$ cat config.mk
export PLATFORM = sky130hd
export DESIGN_NAME = epw_pwm_unit
export DESIGN_NICKNAME = d
export VERILOG_FILES = /design/src/rtl/epw_pwm_unit.v
export VERILOG_INCLUDE_DIRS = /design/src /design/src/rtl
export SDC_FILE = /design/constraint.sdc
export NUM_CORES = 1
export LEC_CHECK = 0
export ABC_AREA = 1
export BUFFER_PORTS_ARGS = -buffer_cell sky130_fd_sc_hd__buf_2
export CORE_MARGIN = 4
export CORE_UTILIZATION = 45
export DETAILED_ROUTE_END_ITERATION = 8
export GPL_ROUTABILITY_DRIVEN = 0
export PLACE_DENSITY_LB_ADDON = 0.3
export SLEW_MARGIN = 30
export SYNTH_ARGS = -nofsm -noshare
export SYNTH_HDL_FRONTEND = slang
export SYNTH_SLANG_ARGS = --single-unit
$ cat constraint.sdc
create_clock -name ref_clk -period 5 [get_ports ref_clk]
set_input_delay 1.25 -clock ref_clk [delete_from_list [all_inputs] [get_ports ref_clk]]
set_output_delay 1.25 -clock ref_clk [all_outputs]
set_load 0.005 [all_outputs]
$ cat src/rtl/epw_pwm_consts.vh
// Constants of the eight-channel PWM unit: register addresses, reset values, widths.
// Assumes the includer is plain Verilog with an 8-bit special function register address.
`ifndef EPW_PWM_CONSTS_VH
`define EPW_PWM_CONSTS_VH
`define EPW_ADDR_COMPARE_CH0 8'hF1
`define EPW_ADDR_COMPARE_CH5 8'hF6
`define EPW_ADDR_COUNTER_LOW 8'hF7
`define EPW_ADDR_ENABLE_MASK 8'hF8
`define EPW_ADDR_COUNTER_HIGH 8'hF9
`define EPW_ADDR_STRETCH_CH6 8'hFA
`define EPW_ADDR_COMPARE_CH6 8'hFB
`define EPW_ADDR_STRETCH_CH7 8'hFC
`define EPW_ADDR_COMPARE_CH7 8'hFD
`define EPW_RESET_REG 8'h00
`define EPW_COUNTER_WIDTH 14
`define EPW_NARROW_CHANNELS 6
`define EPW_MAX_DIV_CODE 3'h7
`endif

$ cat src/rtl/epw_pwm_unit.v
// Eight-channel PWM unit with SFR-style register port and port-1 alternate outputs.
// Assumes single-cycle SFR read/write strobes synchronous to ref_clk and a
// clock-divide code supplied by the system clock control outside this block.
`include "epw_pwm_consts.vh"

// Overview of operation
// - Six 8-bit, two 14-bit individually enabled channels
// - 6-bit counter sets 8-bit base cycle
// - High at overflow unless zero; low on match
// - Low compare bits stretch cycles 1,3 / 2
// - 8-bit counter compared for 14-bit channels
// - Extension bits stretch chosen of 64 cycles
// - Outputs are alternate functions of port one
// - 14-bit value: compare plus six-bit extension
// - Compare registers double buffered, load at overflow
// - Counter bytes readable; writes are ignored
// - Unused compare registers act as storage
// - Counter runs while any enable set
// - Enable bit selects PWM or port pin
// - Stretch adds exactly one internal clock
// - High byte returns counter bits 13..8
// - All-ones compare gives 255 clocks high
module epw_pwm_unit #(
	parameter DIV_CODE_WIDTH = 3
) (
	// Clock and reset
	input  wire                      ref_clk,
	input  wire                      rst_b,
	// Special function register port
	input  wire [7:0]                sfrAddr,
	input  wire                      sfrWrite,
	input  wire                      sfrRead,
	input  wire [7:0]                sfrWriteData,
	output reg  [7:0]                sfrReadData,
	output wire                      sfrHit,
	// Clock divide code from system control
	input  wire [DIV_CODE_WIDTH-1:0] clockDivideCode,
	// Port one lines: port latch value and port-mode drive
	input  wire [7:0]                portLatch,
	output wire [7:0]                portOneLineOut,
	output wire [7:0]                portOneLineOe,
	output wire [7:0]                pwmActive
);

	// Shadow (written) and active compare values
	reg [7:0]  shadowCompare [0:7];
	reg [7:0]  activeCompare [0:7];
	reg [7:0]  shadowExt6;
	reg [7:0]  shadowExt7;
	reg [7:0]  activeExt6;
	reg [7:0]  activeExt7;
	reg [7:0]  channelEnableMask;
	reg [13:0] pwmCounter;
	reg [15:0] prescaler;
	reg [7:0]  pwmOut;
	reg [7:0]  next_pwmOut;
	wire       counterRunning;
	wire       internalTick;
	wire       narrowOverflow;
	wire       wideOverflow;
	wire [15:0] divideMask;
	integer    i;

	// Stretch decision for 8-bit channel; cycle index is counter bits 7:6
	function narrowStretch;
		input [1:0] lowBits;
		input [1:0] cycleIndex;
		begin
			narrowStretch = (lowBits[1] & cycleIndex[0]) |
				(lowBits[0] & (cycleIndex == 2'h2));
		end
	endfunction

	// Stretch decision for 14-bit channel; cycle index is counter bits 13:8
	function wideStretch;
		input [7:0] extBits;
		input [5:0] cycleIndex;
		begin
			wideStretch = (extBits[7] & cycleIndex[0]) |
				(extBits[6] & (cycleIndex[1:0] == 2'h2)) |
				(extBits[5] & (cycleIndex[2:0] == 3'h4)) |
				(extBits[4] & (cycleIndex[3:0] == 4'h8)) |
				(extBits[3] & (cycleIndex[4:0] == 5'h10)) |
				(extBits[2] & (cycleIndex == 6'h20));
		end
	endfunction

	// True for the six 8-bit compare addresses
	function narrowHit;
		input [7:0] addr;
		begin
			narrowHit = (addr >= `EPW_ADDR_COMPARE_CH0) && (addr <= `EPW_ADDR_COMPARE_CH5);
		end
	endfunction

	// Array slot of an 8-bit compare address; only valid when narrowHit holds
	function [2:0] narrowSlot;
		input [7:0] addr;
		begin
			narrowSlot = addr[2:0] - 3'h1;
		end
	endfunction

	// Active extension of one 14-bit channel
	function [7:0] wideExt;
		input       upper;
		input [7:0] ext6;
		input [7:0] ext7;
		begin
			wideExt = upper ? ext7 : ext6;
		end
	endfunction

	assign counterRunning = |channelEnableMask;

	// Divide by two to the code
	assign divideMask = (16'h0001 << clockDivideCode) - 16'h0001;
	assign internalTick = counterRunning && ((prescaler & divideMask) == divideMask);

	assign narrowOverflow = internalTick && (pwmCounter[5:0] == 6'h3F);
	assign wideOverflow = internalTick && (pwmCounter[7:0] == 8'hFF);

	always @(posedge ref_clk) begin
		if (!rst_b) begin
			prescaler <= 16'h0000;
			pwmCounter <= 14'h0000;
		end else if (!counterRunning) begin
			prescaler <= 16'h0000;
			pwmCounter <= 14'h0000;
		end else begin
			prescaler <= prescaler + 16'h0001;
			if (internalTick) begin
				pwmCounter <= pwmCounter + 14'h0001;
			end
		end
	end

	// Register writes; counter bytes have no write path
	always @(posedge ref_clk) begin
		if (!rst_b) begin
			channelEnableMask <= `EPW_RESET_REG;
			shadowExt6 <= `EPW_RESET_REG;
			shadowExt7 <= `EPW_RESET_REG;
			for (i = 0; i < 8; i = i + 1) begin
				shadowCompare[i] <= `EPW_RESET_REG;
			end
		end else if (sfrWrite) begin
			if (narrowHit(sfrAddr)) begin
				shadowCompare[narrowSlot(sfrAddr)] <= sfrWriteData;
			end
			case (sfrAddr)
				`EPW_ADDR_ENABLE_MASK: channelEnableMask <= sfrWriteData;
				`EPW_ADDR_COMPARE_CH6: shadowCompare[6] <= sfrWriteData;
				`EPW_ADDR_COMPARE_CH7: shadowCompare[7] <= sfrWriteData;
				// Low bits kept as written; software keeps them zero
				`EPW_ADDR_STRETCH_CH6: shadowExt6 <= sfrWriteData;
				`EPW_ADDR_STRETCH_CH7: shadowExt7 <= sfrWriteData;
				default: ;
			endcase
		end
	end

	// Active copies follow shadows at overflow or while stopped
	always @(posedge ref_clk) begin
		if (!rst_b) begin
			activeExt6 <= `EPW_RESET_REG;
			activeExt7 <= `EPW_RESET_REG;
			for (i = 0; i < 8; i = i + 1) begin
				activeCompare[i] <= `EPW_RESET_REG;
			end
		end else begin
			for (i = 0; i < `EPW_NARROW_CHANNELS; i = i + 1) begin
				if (!counterRunning || narrowOverflow) begin
					activeCompare[i] <= shadowCompare[i];
				end
			end
			// Wide value is compare plus extension
			if (!counterRunning || wideOverflow) begin
				activeCompare[6] <= shadowCompare[6];
				activeCompare[7] <= shadowCompare[7];
				activeExt6 <= shadowExt6;
				activeExt7 <= shadowExt7;
			end
		end
	end

	// Output levels. The level is updated on each tick and shows the count just
	// reached, so an overflow raises the line and a match drops it; a stretched
	// cycle holds the line one tick longer.
	always @* begin
		for (i = 0; i < 8; i = i + 1) begin
			next_pwmOut[i] = pwmOut[i];
		end
		if (internalTick) begin
			for (i = 0; i < `EPW_NARROW_CHANNELS; i = i + 1) begin
				// Set at overflow, clear on match
				if (narrowOverflow) begin
					next_pwmOut[i] = (activeCompare[i][7:2] != 6'h00) ||
						narrowStretch(activeCompare[i][1:0], pwmCounter[7:6] + 2'h1);
				end else if ({2'h0, activeCompare[i][7:2]} == {2'h0, pwmCounter[5:0] + 6'h01}) begin
					next_pwmOut[i] = narrowStretch(activeCompare[i][1:0], pwmCounter[7:6]);
				end else if ({2'h0, activeCompare[i][7:2]} == {2'h0, pwmCounter[5:0]}) begin
					next_pwmOut[i] = 1'b0;
				end
			end
			for (i = 6; i < 8; i = i + 1) begin
				if (wideOverflow) begin
					next_pwmOut[i] = (activeCompare[i] != 8'h00) ||
						wideStretch(wideExt(i == 7, activeExt6, activeExt7),
							pwmCounter[13:8] + 6'h01);
				end else if (activeCompare[i] == pwmCounter[7:0] + 8'h01) begin
					next_pwmOut[i] = wideStretch(wideExt(i == 7, activeExt6, activeExt7),
						pwmCounter[13:8]);
				end else if (activeCompare[i] == pwmCounter[7:0]) begin
					next_pwmOut[i] = 1'b0;
				end
			end
		end
		if (!counterRunning) begin
			next_pwmOut = 8'h00;
		end
	end

	always @(posedge ref_clk) begin
		if (!rst_b) begin
			pwmOut <= 8'h00;
		end else begin
			pwmOut <= next_pwmOut & channelEnableMask;
		end
	end

	// Alternate function mux on port one
	assign pwmActive = channelEnableMask;
	assign portOneLineOut = (channelEnableMask & pwmOut) | (~channelEnableMask & portLatch);
	// Port mode is quasi-bidirectional: drive only a low; PWM drives both levels
	assign portOneLineOe = channelEnableMask | ~portLatch;

	assign sfrHit = (sfrAddr >= `EPW_ADDR_COMPARE_CH0) && (sfrAddr <= `EPW_ADDR_COMPARE_CH7);

	// Registered read data
	always @(posedge ref_clk) begin
		if (!rst_b) begin
			sfrReadData <= 8'h00;
		end else if (sfrRead) begin
			if (narrowHit(sfrAddr)) begin
				sfrReadData <= shadowCompare[narrowSlot(sfrAddr)];
			end else begin
				case (sfrAddr)
					`EPW_ADDR_COUNTER_LOW: sfrReadData <= pwmCounter[7:0];
					`EPW_ADDR_ENABLE_MASK: sfrReadData <= channelEnableMask;
					`EPW_ADDR_COUNTER_HIGH: sfrReadData <= {2'h0, pwmCounter[13:8]};
					`EPW_ADDR_STRETCH_CH6: sfrReadData <= shadowExt6;
					`EPW_ADDR_COMPARE_CH6: sfrReadData <= shadowCompare[6];
					`EPW_ADDR_STRETCH_CH7: sfrReadData <= shadowExt7;
					`EPW_ADDR_COMPARE_CH7: sfrReadData <= shadowCompare[7];
					default: sfrReadData <= 8'h00;
				endcase
			end
		end
	end

endmodule

# ---- After elaboration in Yosys (flattened, before gate mapping)
# Memory sizes are Yosys's and may differ from the RTL's.
# Cells that the tools add are included.
dict set report totals {
  ff_bits 86
  mem_bits_rw 128
  output_inout_bits 33
  elab_cells 249
  mem_count 2
}
dict set report op_classes {
  add_sub_neg 8
  order_cmp 3
  n_eq_ne 38
  shift 1
  muxes 60
  bitwise_logic 98
  n_reduce_logical 30
}
# memory words word_bits rd rd_ports_with_merged_regs write_ports line_no
set mem_list {}
lappend mem_list {activeCompare 8 8 8 0 8 epw_pwm_unit.v:47} ;# reg [7:0] activeCompare [0:7];
lappend mem_list {shadowCompare 8 8 9 0 8 epw_pwm_unit.v:46} ;# reg [7:0] shadowCompare [0:7];
# operator count
set op_table {}
lappend op_table {{8-bit two-way mux} 14}
lappend op_table {{6-bit equality test} 12}
lappend op_table {{8-bit equality test, second input constant} 8}
lappend op_table {{8-bit one-hot mux with 7 select lines} 1}
lappend op_table {{1-bit AND} 48}
lappend op_table {{1-bit two-way mux} 44}
lappend op_table {{1-bit bitwise OR} 42}
lappend op_table {{6-bit nonzero test} 6}
lappend op_table {{8-bit equality test} 4}
lappend op_table {{8-bit AND} 3}
lappend op_table {{6-bit equality test, second input constant} 3}
lappend op_table {{16-bit by 1-bit adder with 16-bit output, second input constant} 1}
lappend op_table {{16-bit AND} 1}
lappend op_table {{16-bit equality test} 1}
lappend op_table {{8-bit less-or-equal comparator, second input constant} 2}
lappend op_table {{8-bit NOT} 2}
lappend op_table {{8-bit bitwise OR} 2}
lappend op_table {{8-bit nonzero test} 2}
lappend op_table {{8-bit OR reduction} 2}
lappend op_table {{1-bit by 3-bit left shift with 16-bit output, first input constant} 1}
lappend op_table {{16-bit by 1-bit subtractor with 16-bit output, second input constant} 1}
lappend op_table {{14-bit by 1-bit adder with 14-bit output, second input constant} 1}
lappend op_table {{6-bit by 1-bit adder with 6-bit output, second input constant} 2}
lappend op_table {{5-bit equality test, second input constant} 2}
lappend op_table {{other kinds (12)} 33}

# ---- Depth between registers and ports, before layout
# Gate-level depths: netlist of run 1.
dict set report logic_depth {
  word_depth 13
  mapped_depth 16
  depth_no_buf 14
}

# ---- Worst setup path before layout of run 1
# No wires, ideal clock.
dict set report synth_path {
  kind {input -> register}
  startpoint {in clockDivideCode[0]}
  endpoint {mem activeCompare[0][0], enable pin}
  t_arrival_ns 3.478
  required_ns 4.593
  setup_slack_ns 1.116
  path_stages 12
  path_buffers 0
  path_cell_list {inv_1 > nor2_1 > inv_1 > ha_1 > inv_1 > nand2_1 > nand3_1 > nor2_1 > nand4_1 > nor2_4 > nand2_2 > nand2_1}
}
# element line_no
set synth_lines {}
lappend synth_lines {{start, declared} epw_pwm_unit.v:37} ;# input wire [DIV_CODE_WIDTH-1:0] clockDivideCode,
lappend synth_lines {{end, declared} epw_pwm_unit.v:47}

# ---- Worst setup path after layout of run 1
dict set report layout_path {
  startpoint {in sfrAddr[0]}
  endpoint {out sfrHit}
}
dict set report layout_between {
  elab_chain_cells 2
  elab_cells_between_ends 3
}
# element line_no
set layout_lines {}
lappend layout_lines {{start, declared} epw_pwm_unit.v:30} ;# input wire [7:0] sfrAddr,
lappend layout_lines {{8-bit greater-or-equal comparator (no source line) / 8-bit less-or-equal comparator (equally long branches)} n/a}
lappend layout_lines {{1-bit logical AND *} epw_pwm_unit.v:238} ;# assign sfrHit = (sfrAddr >= `EPW_ADDR_COMPARE_CH0) && (sfrAddr <= `EPW_ADDR_COMPARE_CH7);
lappend layout_lines {{end, declared} epw_pwm_unit.v:35} ;# output wire sfrHit,
# Mark *: on every way between the ends. The rest lies on a longest branch, timed or not.

==> run metrics, run 1 <==
Worst setup SP type=input port; fmax=0.2588 GHz; clk_lat worst skew=0.52 ns; CTS root buf=clkbuf_16; CTS tree=yes; core area=25,980 um^2; largest net degree at the start of global routing=52; Reg2Reg Depth=6; Hold Path Depth=2; post-synth top area cell=edfxtp_1; Total Neg Setup Slack=0 ns; die area=29,000 um^2; First-pass DRT Iterations=6; P per Cell Area=305.6 nW/um^2; Cells after Synth=1,567; post-DR vias/cell=5.334; WHS Endpoint=shadowExt7[0]; Yosys reg bits=210; routed wire length=33,900 um; Hold Crit Class=flop to flop; asr flop ratio synth=0%; Post-DRT Antenna Nets=0; Final Slew Violations=0; TritonCTS Buffers=24; number of global-route vias before repair=9,650; largest fanout on the critical path=20; antenna cells=0; Fin. Hold Viols=0; dpl cells=1,926; H-tree depth=1; Critical Path RT=3.75 ns; synth warn=0; syn_nets=1,607; dominant synthesized flop cell=edfxtp_1; fin crit period=3.865 ns; Tightest Pin Transition=0.8868 ns; Iter 0 DRT Violations=1,288; die height=170.3 um; global-route wire length before repair=52,560 um; row count=59; routed len/inst=17.21 um; Distinct cells, synth=36; Hold-fix buffers, CTS=0; Syn Area/Cell=7.563 um^2; Reg2Reg Setup Slack=1.85 ns; Setup Buffers After CTS=0; Area Growth Syn to Fin=11.70%; Pleak=0.005601 uW; hold_sp=shadowExt7[0]; final worst path period share=77.29%; synth top area cells=edfxtp_1 (32%), dfxtp_1 (14%), nand2_1 (11%); antenna violations before repair=0; Seq/Total Area, Yosys=46.28%; Synth top area share=32.43%; Remaining DRCs=0; Finished Cell Area=13,240 um^2; fin cells=1,970; worst setup path start=sfrAddr[0]; Arr. time, crit path=2.61 ns; DP Area=12,450 um^2; # clock sinks=210; Worst Setup End Kind=primary output; worst-case clock buffer depth=3; outcome=complete, no violations; Setup Skew=0.01761 ns; GRT Overall Usage=22.78%; Nets=1,657; maximum VDD drop=0.2335 mV; headroom to the max-slew limit=40.71%; layout cell share with drive strength beyond 1=9.480%; initial core utilization=45.61%; reg2reg end=activeCompare[1][24]; RR Startpoint=pwmCounter[3]; # IOs=64; CP Class=input port to primary output; RSZ-0062 raised after global routing=false; Vias=10,510; Cell Area, Synth=11,850 um^2; post-detail-place hpwl=25,420 um; grt total ovfl=0; clk slew on worst S/H paths=0.05 ns; Setup-failing EPs final=0; max-cap violations=0; CTS resizes=0; DIE WIDTH=170.3 um; EDFF count, synth=128; I/O Buffers=63
## placed cells by master, fill, tap and decap left out, types with 5 or more instances in the layout
cell	instances
nor2_2	12
clkinv_2	6
buf_4	12
a21oi_1	93
nand2_1	349
nand3_1	89
nor2_1	243
clkbuf_1	5
xnor2_1	35
clkbuf_16	25
buf_2	63
o21ai_0	103
clkinv_1	8
xor2_1	38
nor4_1	6
edfxtp_1	128
ha_1	9
nor2_4	15
o21ai_1	5
nor3_1	17
dfxtp_1	82
inv_2	5
o22ai_1	13
nand4_1	42
inv_1	198
o211ai_1	5
## critical path, stage by stage
cell and delay (ns):
buf_2 0.09, clkinv_1 0.41, ha_1 0.44, nand3_1 0.10, o21ai_1 0.09, nor2_1 0.11
buf_2 0.12
## metal layers
layer	track usage (%)	wire length, um	vias to the layer above
met5	0	0	-
met4	6.285	1010	0
met3	4.483	3040	92
met2	35.88	14800	509
met1	32.19	15040	4722
li1	-	-	5185
## flip-flops by register name, indices dropped and copies added, names as in the netlist, 8 cells and up
| name | flops |
|---|---|
| shadowExt7 | 8 |
| pwmActive | 8 |
| activeCompare | 64 |
| pwmOut | 8 |
| prescaler | 16 |
| sfrReadData | 8 |
| pwmCounter | 14 |
| shadowCompare | 64 |
| shadowExt6 | 8 |
## metrics by stage
stage | hold WS (ns) | util, % | worst slack, ns | power [uW]
CTS | 0.4564 | 50.94 | 1.153 | 4062
global route | 0.4909 | 50.94 | 0.9615 | 4188
detailed placement | 0.4481 | 47.91 | 1.088 | 2314
global placement | 0.4432 | 47.91 | 1.138 | 2307
finish | 0.4513 | 50.94 | 1.135 | 4045
floorplan | 0.4245 | - | 1.116 | 2198
## where the power goes
group	leakage [uW]	switching (uW)	internal [uW]
clock	0.000389	712	1050
sequential	0.00201	47.7	1900
combinational	0.00320	224	111
## Yosys cell counts (3+ instances only)
master,count
or2_2,3
buf_2,21
o22ai_1,13
nand4_1,42
o21ai_1,5
edfxtp_1,128
dfxtp_1,82
a21oi_1,93
nand3_1,89
nand3b_1,3
o211ai_1,5
buf_6,3
inv_2,5
nand2_1,350
xor2_1,38
a211oi_1,4
o21ai_0,103
nor2_2,12
nor2_4,15
inv_1,198
xnor2_1,35
clkbuf_1,21
ha_1,9
nand2_2,3
nor2_1,243
nor4_1,6
clkinv_1,6
buf_1,5
nor3_1,17
## kinds of logic after synthesis
group | Yosys count | share of synthesized area [%]
AO/OA/AOI/OAI | 224 | 9.808
adder cells (fa/ha/maj) | 9 | 0.9502
buffers and inverters | 261 | 8.720
flip-flops | 210 | 46.28
XOR/XNOR | 73 | 5.395
AND/OR/NAND/NOR | 790 | 28.84
## layout make-up
type                       instances  area [um^2]
tap                              335        419.2
timing repair buffer              76        425.4
clock inverter                    12        116.4
fill                            2537        12750
multi-input combinational       1096         5335
sequential                       210         5485
inverter                         209        784.5
clock buffer                      32        671.9
## worst max-delay path by stage
stage | to | slack (ns) | depth (start not counted)
final | sfrHit | 1.14 | 7
after global routing | sfrHit | 0.96 | 7
after CTS | sfrHit | 1.15 | 7
after detailed placement | shadowCompare[5][6] | 1.09 | 7
after global placement | sfrHit | 1.14 | 7
after floorplan | activeCompare[0][0] | 1.12 | 12
Note: power is estimated with default switching activity, not from simulation.
==> run 2, diff against run 1 <==
==> constraint.sdc (replaced) <==
create_clock -name ref_clk -period 3.15 [get_ports ref_clk]
set_input_delay 0.7875 -clock ref_clk [delete_from_list [all_inputs] [get_ports ref_clk]]
set_output_delay 0.7875 -clock ref_clk [all_outputs]
set_load 0.005 [all_outputs]
==> run metrics, run 2 (same netlist as run 1, synthesis figures left out) <==
outcome=complete, no violations; Setup-failing EPs final=0; largest net degree at the start of global routing=49; global-route wire length before repair=52,720 um; post-DR vias/cell=5.309; fin crit period=2.622 ns; post-detail-place hpwl=25,820 um; part of the power in registers=48.8%; headroom to the max-slew limit=59.73%; Remaining DRCs=0; Final Slew Violations=0; internal power=4766 uW; Hold Path Depth=2; die area=29,000 um^2; Critical Path RT=2.36 ns; routed len/inst=16.92 um; GRT Overall Usage=22.68%; worst-case clock buffer depth=3; Post-DRT Antenna Nets=0; row count=59; clock share of power=42.7%; CP Class=input port to primary output; Hold-fix buffers, CTS=0; P per Cell Area=473.1 nW/um^2; # clock sinks=210; CTS root buf=clkbuf_16; CTS tree=yes; clk slew on worst S/H paths=0.06 ns; Iter 0 DRT Violations=1,214; largest fanout on the critical path=5; I/O Buffers=63; Reg2Reg Depth=9; antenna violations before repair=0; Setup Skew=0.01194 ns; First-pass DRT Iterations=7; H-tree depth=1; Fin. Hold Viols=0; Nets=1,681; Comb power frac=8.5%; sw frac=24.92%; Arr. time, crit path=1.83 ns; TritonCTS Buffers=24; routed wire length=33,740 um; Final Util=51.64%; maximum VDD drop=0.3430 mV; Setup Buffers After CTS=0; Net Sw Power=1582 uW; Hold Crit Class=flop to flop; Tightest Pin Transition=0.6018 ns; Worst setup SP type=input port; CTS resizes=0; final worst path period share=83.25%; max-cap violations=0; Pleak=0.005712 uW; Vias=10,590; Area Growth Syn to Fin=13.22%; layout cell share with drive strength beyond 1=10.85%; clk_lat worst skew=0.52 ns; die height=170.3 um; most frequent cells in the layout=nand2_1 (349), nor2_1 (243), inv_1 (198), edfxtp_1 (128), o21ai_0 (103); RSZ-0062 raised after global routing=false; top flop regs=activeCompare (64), shadowCompare (64), prescaler (16); initial core utilization=45.61%; commonest non-fill, non-tap cell in the layout=nand2_1; number of global-route vias before repair=9,840; Hold WS=0.4478 ns; fmax=0.3814 GHz; Worst Setup End Kind=primary output; Total Neg Setup Slack=0 ns; antenna cells=0; # IOs=64; DIE WIDTH=170.3 um; grt total ovfl=0; core area=25,980 um^2; total power=6348 uW
run 2: final timing paths:
kind | from | endpoint | slack [ns]
worst max-delay path | sfrAddr[0] | sfrHit | 0.53
worst min-delay path | shadowExt7[0] | shadowExt7[0] | 0.45
worst max register to register | pwmCounter[0] | activeCompare[0][17] | 0.64
worst min register to register | shadowExt7[0] | shadowExt7[0] | 0.45
run 2: per-stage QoR:
stage	instances	setup WS, ns	area [um^2]
global placement	1950	0.1921	12650
finish	1994	0.5277	13420
detailed placement	1950	0.1433	12650
global route	1994	0.3914	13420
CTS	1994	0.5711	13420
floorplan	1567	0.1225	11850
run 2: power by group through the flow:
| stage | logic [uW] | registers, uW | clock network (uW) |
|---|---|---|---|
| floorplan | 365 | 3120 | 0 |
| global placement | 525 | 3150 | 0 |
| detailed placement | 533 | 3150 | 0 |
| CTS | 536 | 3090 | 2740 |
| global route | 602 | 3100 | 2870 |
| finish | 540 | 3090 | 2710 |
run 2: critical path: stages:
cell	delay, ns
buf_2	0.16
clkinv_1	0.17
ha_1	0.28
nand3_1	0.10
o21ai_1	0.10
nor2_1	0.12
buf_2	0.13
run 2: layer usage:
| metal | routed length [um] | part of all wire, % | GRT usage [%] | vias to the layer above |
|---|---|---|---|---|
| met5 | 0 | 0 | 0 | - |
| met4 | 1228 | 3.6 | 8.403 | 0 |
| met3 | 2792 | 8.3 | 3.182 | 96 |
| met2 | 14730 | 44 | 35.16 | 497 |
| met1 | 14990 | 44 | 32.45 | 4751 |
| li1 | - | - | - | 5243 |
run 2: layout make-up:
type	count	area (um^2)
timing repair buffer	100	630.6
multi-input combinational	1096	5335
sequential	210	5485
inverter	209	784.5
clock inverter	15	112.6
tap	335	419.2
clock buffer	29	650.6
fill	2513	12570
